**config.mk**
```make
export PLATFORM = sky130hd
export DESIGN_NAME = fwsr_top
export DESIGN_NICKNAME = d
export VERILOG_FILES = /design/src/rtl/fwsr_pkg.sv /design/src/rtl/fwsr_top.sv /design/src/rtl/fwsr_sync.sv
export SDC_FILE = /design/constraint.sdc
export NUM_CORES = 1
export LEC_CHECK = 0
export BUFFER_PORTS_ARGS = -buffer_cell sky130_fd_sc_hd__buf_4
export CAP_MARGIN = 15
export CORE_ASPECT_RATIO = 1.5
export CORE_MARGIN = 2
export CORE_UTILIZATION = 48
export DETAILED_ROUTE_END_ITERATION = 8
export GPL_ROUTABILITY_DRIVEN = 0
export PLACE_DENSITY = 0.76
export SETUP_SLACK_MARGIN = 0.02
export SYNTH_ARGS = -nofsm -noshare
export SYNTH_HDL_FRONTEND = slang
export SYNTH_HIERARCHICAL = 1
export SYNTH_SLANG_ARGS = --single-unit
```
**constraint.sdc**
```tcl
create_clock -name I_CLK -period 2.61 [get_ports I_CLK]
set_input_delay 0.522 -clock I_CLK [delete_from_list [all_inputs] [get_ports I_CLK]]
set_output_delay 0.522 -clock I_CLK [all_outputs]
set_load 0.03 [all_outputs]
```
**src/rtl/fwsr_pkg.sv**
```systemverilog
// Shared constants and types for the flash write-status reporting block.
// Assumes a 100 ns system clock; all times below are turned into cycles here.
package fwsr_pkg;

  // Status bit positions in the data word
  localparam int BIT_POLL = 7;
  localparam int BIT_TGL1 = 6;
  localparam int BIT_TMO = 5;
  localparam int BIT_ERT = 3;
  localparam int BIT_TGL2 = 2;
  localparam int BIT_ABT = 1;

  localparam logic [15:0] WORD_ZERO = 16'h0000;
  localparam logic [15:0] WORD_ERASED = 16'hFFFF;

  // Clock and protected-target status windows (plain defaults, in ns)
  localparam int CLK_PERIOD_NS = 100;
  localparam int T_PSP_NS = 3000;
  localparam int T_PAP_NS = 3000;
  localparam int T_ASP_NS = 3000;

  // Least time rounds up, never below one cycle
  function automatic int ns_to_cycles(input int t_ns);
    int c;
    c = (t_ns + CLK_PERIOD_NS - 1) / CLK_PERIOD_NS;
    return (c < 1) ? 1 : c;
  endfunction

  localparam int PSP_CYC = ns_to_cycles(T_PSP_NS);
  localparam int PAP_CYC = ns_to_cycles(T_PAP_NS);
  localparam int ASP_CYC = ns_to_cycles(T_ASP_NS);

  typedef enum logic [2:0] {
    ST_READ,
    ST_PROG,
    ST_ERASE,
    ST_SUSP,
    ST_SUSP_PROG,
    ST_PROT_PROG,
    ST_PROT_ERASE,
    ST_FAIL
  } fwsr_state_t;

endpackage

```
**src/rtl/fwsr_top.sv**
```systemverilog
// Write-status reporting for a multi-bank NOR flash: replaces array data with
// poll/toggle status while an embedded program or erase runs.
// Assumes the embedded algorithm core runs on I_CLK and answers the array and
// sector-select lookups for O_RD_ADDR within one cycle.
`timescale 1ns/1ps
module fwsr_top #(
  parameter int ADDR_W = 24,
  parameter int BANK_W = 4
) (
  // Clock and reset
  input wire logic I_CLK,
  input wire logic I_RESET,
  // Flash bus pins
  input wire logic [ADDR_W-1:0] I_ADDR,
  input wire logic I_ADDRESS_VALID_N,
  input wire logic I_CE_N,
  input wire logic I_OE_N,
  input wire logic I_WE_N,
  output logic [15:0] O_DQ,
  output logic O_DQ_OE,
  output logic O_BUSY,
  // Embedded algorithm core events
  input wire logic I_PROG_START,
  input wire logic I_ERASE_START,
  input wire logic I_ALL_PROTECTED,
  input wire logic [ADDR_W-1:0] I_OP_ADDR,
  input wire logic [15:0] I_OP_DATA,
  input wire logic I_OP_DONE,
  input wire logic I_SUSPEND,
  input wire logic I_RESUME,
  input wire logic I_PULSE_LIMIT,
  input wire logic I_BUF_ABORT,
  input wire logic I_RESET_CMD,
  input wire logic I_ERASE_BEGUN,
  // Array lookup for the latched read address
  output logic [ADDR_W-1:0] O_RD_ADDR,
  input wire logic [15:0] I_ARRAY_DATA,
  input wire logic I_SECTOR_SEL
);

  localparam int PROT_MAX = (fwsr_pkg::PSP_CYC > fwsr_pkg::PAP_CYC) ?
                            fwsr_pkg::PSP_CYC : fwsr_pkg::PAP_CYC;
  localparam int CNT_MAX = (PROT_MAX > fwsr_pkg::ASP_CYC) ? PROT_MAX : fwsr_pkg::ASP_CYC;
  localparam int CNT_W = $clog2(CNT_MAX + 1);

  initial begin
    if (BANK_W < 1 || BANK_W >= ADDR_W) begin
      $error("fwsr_top: BANK_W must lie between 1 and ADDR_W-1");
    end
  end

  function automatic logic [BANK_W-1:0] bank_of(input logic [ADDR_W-1:0] a);
    return a[ADDR_W-1 -: BANK_W];
  endfunction

  function automatic logic [15:0] status_word(input logic poll, input logic t1,
      input logic tmo, input logic ert, input logic t2, input logic abt);
    logic [15:0] w;
    w = fwsr_pkg::WORD_ZERO;
    w[fwsr_pkg::BIT_POLL] = poll;
    w[fwsr_pkg::BIT_TGL1] = t1;
    w[fwsr_pkg::BIT_TMO] = tmo;
    w[fwsr_pkg::BIT_ERT] = ert;
    w[fwsr_pkg::BIT_TGL2] = t2;
    w[fwsr_pkg::BIT_ABT] = abt;
    return w;
  endfunction

  // Pin synchronisation; strobes reset to their idle high level
  logic [ADDR_W+3:0] pins_s;
  logic [ADDR_W-1:0] addr_s;
  logic avd_n_s, ce_n_s, oe_n_s, we_n_s;

  fwsr_sync #(
    .W(ADDR_W + 4),
    .RST_VAL({{ADDR_W{1'b0}}, 4'hF})
  ) u_sync (
    .i_clk(I_CLK),
    .i_reset(I_RESET),
    .i_d({I_ADDR, I_ADDRESS_VALID_N, I_CE_N, I_OE_N, I_WE_N}),
    .o_q(pins_s)
  );

  assign addr_s = pins_s[ADDR_W+3:4];
  assign avd_n_s = pins_s[3];
  assign ce_n_s = pins_s[2];
  assign oe_n_s = pins_s[1];
  assign we_n_s = pins_s[0];

  // Read front end: a new read exists only at an address-valid falling edge
  logic avd_prev_q, avd_prev_d;
  logic rd_pend_q, rd_pend_d;
  logic [ADDR_W-1:0] rd_addr_q, rd_addr_d;
  logic rd_evt;

  always_comb begin
    rd_evt = avd_prev_q & ~avd_n_s & ~ce_n_s & we_n_s;
    avd_prev_d = avd_n_s;
    rd_pend_d = rd_evt;
    rd_addr_d = rd_evt ? addr_s : rd_addr_q;
  end

  always_ff @(posedge I_CLK or posedge I_RESET) begin
    if (I_RESET) begin
      avd_prev_q <= 1'b1;
      rd_pend_q <= 1'b0;
      rd_addr_q <= '0;
    end else begin
      avd_prev_q <= avd_prev_d;
      rd_pend_q <= rd_pend_d;
      rd_addr_q <= rd_addr_d;
    end
  end

  // Operation state
  fwsr_pkg::fwsr_state_t state_q, state_d;
  logic [CNT_W-1:0] cnt_q, cnt_d;
  logic [ADDR_W-1:0] prog_addr_q, prog_addr_d;
  logic prog_d7_q, prog_d7_d;
  logic [BANK_W-1:0] erase_bank_q, erase_bank_d;
  logic erase_op_q, erase_op_d;
  logic tmo_q, tmo_d;
  logic abt_q, abt_d;
  logic cnt_end;

  always_comb begin
    state_d = state_q;
    cnt_d = cnt_q;
    prog_addr_d = prog_addr_q;
    prog_d7_d = prog_d7_q;
    erase_bank_d = erase_bank_q;
    erase_op_d = erase_op_q;
    tmo_d = tmo_q;
    abt_d = abt_q;
    cnt_end = (state_q == fwsr_pkg::ST_PROT_PROG) ? (cnt_q == CNT_W'(PROT_MAX - 1)) :
              (cnt_q == CNT_W'(fwsr_pkg::ASP_CYC - 1));
    if (I_RESET_CMD) begin
      // Reset command leaves a failed state for ST_READ, even after a program in erase suspend; ST_SUSP is kept
      state_d = erase_op_q && state_q == fwsr_pkg::ST_FAIL ? fwsr_pkg::ST_READ : state_q;
      if (state_q == fwsr_pkg::ST_FAIL) begin
        state_d = fwsr_pkg::ST_READ;
      end
      tmo_d = 1'b0;
      abt_d = 1'b0;
    end else begin
      unique case (state_q)
        fwsr_pkg::ST_READ, fwsr_pkg::ST_SUSP: begin
          if (I_PROG_START) begin
            // Status takes over in the cycle after the final write strobe
            prog_addr_d = I_OP_ADDR;
            prog_d7_d = I_OP_DATA[fwsr_pkg::BIT_POLL];
            cnt_d = '0;
            if (I_ALL_PROTECTED) begin
              state_d = fwsr_pkg::ST_PROT_PROG;
            end else begin
              state_d = (state_q == fwsr_pkg::ST_SUSP) ? fwsr_pkg::ST_SUSP_PROG :
                        fwsr_pkg::ST_PROG;
            end
            erase_op_d = (state_q == fwsr_pkg::ST_SUSP);
          end else if (I_ERASE_START && state_q == fwsr_pkg::ST_READ) begin
            erase_bank_d = bank_of(I_OP_ADDR);
            erase_op_d = 1'b1;
            cnt_d = '0;
            state_d = I_ALL_PROTECTED ? fwsr_pkg::ST_PROT_ERASE :
                      fwsr_pkg::ST_ERASE;
          end else if (I_RESUME && state_q == fwsr_pkg::ST_SUSP) begin
            state_d = fwsr_pkg::ST_ERASE;
          end
        end
        fwsr_pkg::ST_PROG, fwsr_pkg::ST_ERASE, fwsr_pkg::ST_SUSP_PROG: begin
          if (I_PULSE_LIMIT || I_BUF_ABORT) begin
            state_d = fwsr_pkg::ST_FAIL;
            tmo_d = I_PULSE_LIMIT;
            abt_d = I_BUF_ABORT;
            erase_op_d = (state_q == fwsr_pkg::ST_ERASE);
          end else if (I_OP_DONE) begin
            unique case (state_q)
              fwsr_pkg::ST_SUSP_PROG: state_d = fwsr_pkg::ST_SUSP;
              default: state_d = fwsr_pkg::ST_READ;
            endcase
            erase_op_d = (state_q == fwsr_pkg::ST_SUSP_PROG);
          end else if (I_SUSPEND && state_q == fwsr_pkg::ST_ERASE) begin
            state_d = fwsr_pkg::ST_SUSP;
          end
        end
        fwsr_pkg::ST_PROT_PROG, fwsr_pkg::ST_PROT_ERASE: begin
          cnt_d = cnt_q + CNT_W'(1);
          if (cnt_end) begin
            state_d = erase_op_q && state_q == fwsr_pkg::ST_PROT_PROG ?
                      fwsr_pkg::ST_SUSP : fwsr_pkg::ST_READ;
            erase_op_d = state_d == fwsr_pkg::ST_SUSP;
            cnt_d = '0;
          end
        end
        fwsr_pkg::ST_FAIL: begin
          state_d = fwsr_pkg::ST_FAIL;
        end
      endcase
    end
  end

  always_ff @(posedge I_CLK or posedge I_RESET) begin
    if (I_RESET) begin
      state_q <= fwsr_pkg::ST_READ;
      cnt_q <= '0;
      prog_addr_q <= '0;
      prog_d7_q <= 1'b0;
      erase_bank_q <= '0;
      erase_op_q <= 1'b0;
      tmo_q <= 1'b0;
      abt_q <= 1'b0;
    end else begin
      state_q <= state_d;
      cnt_q <= cnt_d;
      prog_addr_q <= prog_addr_d;
      prog_d7_q <= prog_d7_d;
      erase_bank_q <= erase_bank_d;
      erase_op_q <= erase_op_d;
      tmo_q <= tmo_d;
      abt_q <= abt_d;
    end
  end

  // Data path: status or array data, toggle bits, output drive
  logic tgl1_q, tgl1_d;
  logic tgl2_q, tgl2_d;
  logic [15:0] dq_q, dq_d;
  logic oe_q, oe_d;
  logic busy_q, busy_d;
  logic in_prog_bank, in_erase_bank, poll_prog;

  always_comb begin
    tgl1_d = tgl1_q;
    tgl2_d = tgl2_q;
    dq_d = dq_q;
    in_prog_bank = bank_of(rd_addr_q) == bank_of(prog_addr_q);
    in_erase_bank = bank_of(rd_addr_q) == erase_bank_q;
    // Only the programmed address (last buffered word) gives true poll status
    poll_prog = (rd_addr_q == prog_addr_q) ? ~prog_d7_q : prog_d7_q;
    oe_d = ~ce_n_s & ~oe_n_s & we_n_s;
    busy_d = state_d != fwsr_pkg::ST_READ && state_d != fwsr_pkg::ST_SUSP;
    if (rd_pend_q) begin
      dq_d = I_ARRAY_DATA;
      unique case (state_q)
        fwsr_pkg::ST_READ: dq_d = I_ARRAY_DATA;
        fwsr_pkg::ST_PROG, fwsr_pkg::ST_SUSP_PROG: begin
          if (in_prog_bank) begin
            tgl1_d = ~tgl1_q;
            dq_d = status_word(poll_prog, tgl1_q, 1'b0, 1'b0, tgl2_q, 1'b0);
          end
        end
        fwsr_pkg::ST_ERASE: begin
          if (in_erase_bank) begin
            tgl1_d = ~tgl1_q;
            tgl2_d = I_SECTOR_SEL ? ~tgl2_q : tgl2_q;
            // Protected sectors answer the same word; it need not be valid there
            dq_d = status_word(1'b0, tgl1_q, 1'b0, I_ERASE_BEGUN, tgl2_q, 1'b0);
          end
        end
        fwsr_pkg::ST_SUSP: begin
          if (in_erase_bank && I_SECTOR_SEL) begin
            tgl2_d = ~tgl2_q;
            dq_d = status_word(1'b1, tgl1_q, 1'b0, 1'b0, tgl2_q, 1'b0);
          end
          // Otherwise array data is passed through
        end
        fwsr_pkg::ST_PROT_PROG: begin
          if (in_prog_bank) begin
            tgl1_d = (cnt_q < CNT_W'(fwsr_pkg::PAP_CYC)) ? ~tgl1_q : tgl1_q;
            dq_d = status_word((cnt_q < CNT_W'(fwsr_pkg::PSP_CYC)) ? ~prog_d7_q : prog_d7_q,
                               tgl1_q, 1'b0, 1'b0, tgl2_q, 1'b0);
          end
        end
        fwsr_pkg::ST_PROT_ERASE: begin
          if (in_erase_bank) begin
            tgl1_d = ~tgl1_q;
            dq_d = status_word(1'b0, tgl1_q, 1'b0, 1'b0, tgl2_q, 1'b0);
          end
        end
        fwsr_pkg::ST_FAIL: begin
          if (erase_op_q ? in_erase_bank : in_prog_bank) begin
            tgl1_d = ~tgl1_q;
            dq_d = status_word(erase_op_q ? 1'b0 : poll_prog, tgl1_q, tmo_q, 1'b0,
                               tgl2_q, abt_q);
          end
        end
      endcase
    end
  end

  // The poll bit and lower bits share one register, so they switch together
  // on the read after completion; the early poll switch is never exercised
  always_ff @(posedge I_CLK or posedge I_RESET) begin
    if (I_RESET) begin
      tgl1_q <= 1'b0;
      tgl2_q <= 1'b0;
      dq_q <= fwsr_pkg::WORD_ERASED;
      oe_q <= 1'b0;
      busy_q <= 1'b0;
    end else begin
      tgl1_q <= tgl1_d;
      tgl2_q <= tgl2_d;
      dq_q <= dq_d;
      oe_q <= oe_d;
      busy_q <= busy_d;
    end
  end

  assign O_DQ = dq_q;
  assign O_DQ_OE = oe_q;
  assign O_BUSY = busy_q;
  assign O_RD_ADDR = rd_addr_q;

  property p_prog_start;
    @(posedge I_CLK) disable iff (I_RESET)
    (state_q == fwsr_pkg::ST_READ && I_PROG_START && !I_ALL_PROTECTED && !I_RESET_CMD)
      |=> state_q == fwsr_pkg::ST_PROG ##1 busy_q;
  endproperty
  a_prog_start: assert property (p_prog_start) else $error("program start not seen");

  property p_poll_prog;
    @(posedge I_CLK) disable iff (I_RESET)
    (rd_pend_q && state_q == fwsr_pkg::ST_PROG && rd_addr_q == prog_addr_q)
      |=> O_DQ[fwsr_pkg::BIT_POLL] == !$past(prog_d7_q);
  endproperty
  a_poll_prog: assert property (p_poll_prog) else $error("poll bit not inverted");

  property p_poll_erase;
    @(posedge I_CLK) disable iff (I_RESET)
    (rd_pend_q && state_q == fwsr_pkg::ST_ERASE && in_erase_bank)
      |=> !O_DQ[fwsr_pkg::BIT_POLL];
  endproperty
  a_poll_erase: assert property (p_poll_erase) else $error("erase poll not zero");

  property p_poll_susp;
    @(posedge I_CLK) disable iff (I_RESET)
    (rd_pend_q && state_q == fwsr_pkg::ST_SUSP && in_erase_bank && I_SECTOR_SEL)
      |=> O_DQ[fwsr_pkg::BIT_POLL] && $stable(tgl1_q);
  endproperty
  a_poll_susp: assert property (p_poll_susp) else $error("suspend status wrong");

  property p_tgl1_flip;
    @(posedge I_CLK) disable iff (I_RESET)
    (rd_pend_q && state_q == fwsr_pkg::ST_PROG && in_prog_bank)
      |=> tgl1_q != $past(tgl1_q) && $stable(tgl2_q);
  endproperty
  a_tgl1_flip: assert property (p_tgl1_flip) else $error("toggle bits wrong in program");

  property p_susp_array;
    @(posedge I_CLK) disable iff (I_RESET)
    (rd_pend_q && state_q == fwsr_pkg::ST_SUSP && !I_SECTOR_SEL)
      |=> O_DQ == $past(I_ARRAY_DATA);
  endproperty
  a_susp_array: assert property (p_susp_array) else $error("suspend read not array");

  property p_other_bank;
    @(posedge I_CLK) disable iff (I_RESET)
    (rd_pend_q && state_q == fwsr_pkg::ST_PROG && !in_prog_bank)
      |=> O_DQ == $past(I_ARRAY_DATA) && $stable(tgl1_q);
  endproperty
  a_other_bank: assert property (p_other_bank) else $error("other bank read wrong");

  property p_prot_bound;
    @(posedge I_CLK) disable iff (I_RESET)
    (state_q == fwsr_pkg::ST_PROT_ERASE) |-> cnt_q < CNT_W'(fwsr_pkg::ASP_CYC);
  endproperty
  a_prot_bound: assert property (p_prot_bound) else $error("protected erase too long");

  property p_tmo_hold;
    @(posedge I_CLK) disable iff (I_RESET)
    (state_q == fwsr_pkg::ST_PROG && I_PULSE_LIMIT && !I_RESET_CMD)
      |=> (tmo_q && state_q == fwsr_pkg::ST_FAIL)
      ##1 ($past(I_RESET_CMD) || (tmo_q && state_q == fwsr_pkg::ST_FAIL));
  endproperty
  a_tmo_hold: assert property (p_tmo_hold) else $error("timeout flag lost");

  c_prog_done: cover property (@(posedge I_CLK) disable iff (I_RESET)
    state_q == fwsr_pkg::ST_PROG ##1 state_q == fwsr_pkg::ST_READ);
  c_suspend: cover property (@(posedge I_CLK) disable iff (I_RESET)
    state_q == fwsr_pkg::ST_ERASE ##1 state_q == fwsr_pkg::ST_SUSP);
  c_prot_erase: cover property (@(posedge I_CLK) disable iff (I_RESET)
    state_q == fwsr_pkg::ST_PROT_ERASE ##1 state_q == fwsr_pkg::ST_READ);

endmodule

```
**src/rtl/fwsr_sync.sv**
```systemverilog
// Two-stage synchroniser for pin inputs.
// Assumes inputs are static bus levels; no multi-bit coherence is promised.
`timescale 1ns/1ps
module fwsr_sync #(
  parameter int W = 1,
  parameter logic [W-1:0] RST_VAL = '0
) (
  // Clock and reset
  input wire logic i_clk,
  input wire logic i_reset,
  // Data
  input wire logic [W-1:0] i_d,
  output logic [W-1:0] o_q
);

  logic [W-1:0] meta_q;
  logic [W-1:0] sync_q;

  always_ff @(posedge i_clk or posedge i_reset) begin
    if (i_reset) begin
      meta_q <= RST_VAL;
      sync_q <= RST_VAL;
    end else begin
      meta_q <= i_d;
      sync_q <= meta_q;
    end
  end

  assign o_q = sync_q;

endmodule

```
==> qor.yml <==
status: "complete, no violations"
worst_setup_path_start_kind: "flop"
final_core_util_pct: 64.1
via_count: 3861
cts_tree: "done"
routed_wl_um: 12200
path_clk_slew_ps: 70
met3_usage_pct: 5.92
fin_nets: 655
hold_class: "in -> reg"
busiest_layer: "met2"
antenna_cells: 0
grt_use_met1_pct: 22.2
post-route-period-util_pct: 84.4
sw_frac_of_total_pct: 35.1
pwr-share-seq_pct: 38.7
via_per_inst: 5.38
post_cts_buffers: 0
die_w_um: 93.3
numCtsBuffers: 17
final_cells: 718
worstSetupPathType: "reg -> reg"
first_pass_iters: 5
switchingPower_uw: 2980
yosys_warnings: 6
max_slew.worst_pin.slew_ps: 699
dp.cells: 686
antenna_found_initial: 0
track_usage_pct: 19.8
synth-seq-cells: 142
skew_ps: 9.15
synthFlopType: "dfrtp_1"
fin_tns_setup_ps: 0
pwr-share-comb_pct: 33.8
drt_iter0_drc: 171
setup_viol: 0
cts_resized: 0
p_leak_uw: 0.00331
rsz0062_at_grt: "no"
first_global_vias: 4078
max_cap_violations: 0
yosysSeqAreaShare_pct: 62.4
dieArea_um2: 12900
syn_nets: 522
ys_async_sr_fraction_pct: 100
yosysTopAreaCell: "dfrtp_1"
synthCells: 422
gr-total-overflow: 0
cts_root_buffer: "clkbuf_16"
initial_core_util_pct: 49.6
rows: 48
slew_headroom_pct: 53.4
syn_to_final_growth_pct: 29.4
cp.required_ps: 2920
synthTopCellsByArea: "dfrtp_1, dfstp_2, mux2_2, xor2_1, xnor2_1"
clock-sinks: 142
p_per_area_nw_per_um2: 1140
drc: 0
synth_cell_types: 62
end_kind: "flop"
io_buffers: 123
synth_area_per_cell_um2: 13.6
drive_above_1_share_pct: 45.6
max_freq_mhz: 454
cts_max_path_buffers: 2
synth_edf_count: 0
p_int_uw: 5500
clkLatencyLatePin_ps: 410
core_area_um2: 11600
period_minus_slack_ps: 2200
grt_pass1_wl_um: 19500
grt_max_degree: 87
vdd_ir_drop_max_uv: 776
worst-path-max-fanout: 14
h-tree-depth: 4
die-height_um: 138
post-synth-top-count-cell: "dfrtp_1"
grtUsageMet2_pct: 34.3
worst_ep_arrival_time_ps: 2510
synth_top_cell_area_share_pct: 51.0
finalHoldViolCount: 0
ant_nets: 0
slew_viol_final: 0
ctsHoldBuffers: 0
wire_per_inst_um: 17.0
io_pins: 139
hpwl_um: 8490
yosys-top-cells-count: "dfrtp_1, mux2_2, dfstp_2"
synth_area_um2: 5740
clkPwrFrac_pct: 27.4
## sequential cells by signal, summed over array words and instances (netlist names)
name and count:
state_q 3, tgl2_q 1, O_BUSY 1, tmo_q 1
tgl1_q 1, prog_addr_q 24, u_sync/meta_q 28, prog_d7_q 1
O_DQ_OE 1, cnt_q 5, erase_op_q 1, O_DQ 16
avd_prev_q 1, rd_pend_q 1, u_sync/o_q 28, O_RD_ADDR 24
abt_q 1, erase_bank_q 4
## logic make-up (layout without fill, tap and decap cells)
family          Yosys count  after routing  synth area share, %
xor+xnor                 33             33                 5.03
fa+ha+maj                 3              3                0.784
mux                      55             55                 10.8
compound gates           67             67                 9.17
simple gates             96             96                 9.43
buf+inv                  26            172                 2.40
flops                   142            142                 62.4
## cell usage in the layout, fill, tap and decap left out, types with 11 or more instances in the layout
cell type  count
buf_4        129
clkbuf_16     17
dfrtp_1      117
dfstp_2       25
mux2_2        55
nand2_1       20
nand3_1       13
nor2_1        12
xnor2_1       11
xor2_1        22
## final timing paths
| path | slack (ps) | to | from | cells past startpoint |
|---|---|---|---|---|
| worst max-delay path | 410 | cnt_q[4] | state_q[1] | 5 |
| worst max register to register | 410 | cnt_q[4] | state_q[1] | 5 |
| max in group asynchronous | 1810 | u_sync/o_q[9] | I_RESET | 3 |
| worst min-delay path | 220 | u_sync/meta_q[3] | I_ADDRESS_VALID_N | 1 |
| worst min register to register | 350 | u_sync/o_q[15] | u_sync/meta_q[15] | 0 |
| min in group asynchronous | 240 | erase_bank_q[0] | I_RESET | 3 |
## per-stage QoR
stage	setup WS (ps)	hold WS [ps]	power (uW)	cell area (um^2)
6_report	408	217	8480	7430
5_1_grt	243	191	8970	7430
4_1_cts	425	199	8550	7430
3_5_place_dp	442	335	6180	6860
3_3_place_gp	455	331	6070	6860
2_1_floorplan	685	331	5330	5750
## area by class of cell
cell class              instances  area (um^2)
clock inverters                14          148
fillers                       870         4160
clock buffers                  18          429
inverters                       9         37.5
well taps                     150          188
repair buffers                131         1010
multi-input cells             254         2040
flip-flops and latches        142         3580
## per-layer routing
metal	vias to the layer above	wire length, um
met3	29	677
li1	1782	-
met2	139	6630
met1	1911	4600
met5	-	0
met4	0	280
## worst max-delay path, cell delays in order (launching register included)
cell and delay, ps:
dfrtp_1 640, inv_2 140, fa_1 550, nand3b_1 210, or2_1 320, o31ai_1 230
## power groups by stage
stage                     logic [uW]  registers (uW)  clock network, uW
after floorplan                 1700            3630                  0
after global placement          2790            3270                  0
after detailed placement        2870            3310                  0
after CTS                       2890            3280               2380
after global routing            3130            3360               2480
final                           2870            3280               2320
(Power assumes the default switching activity.)
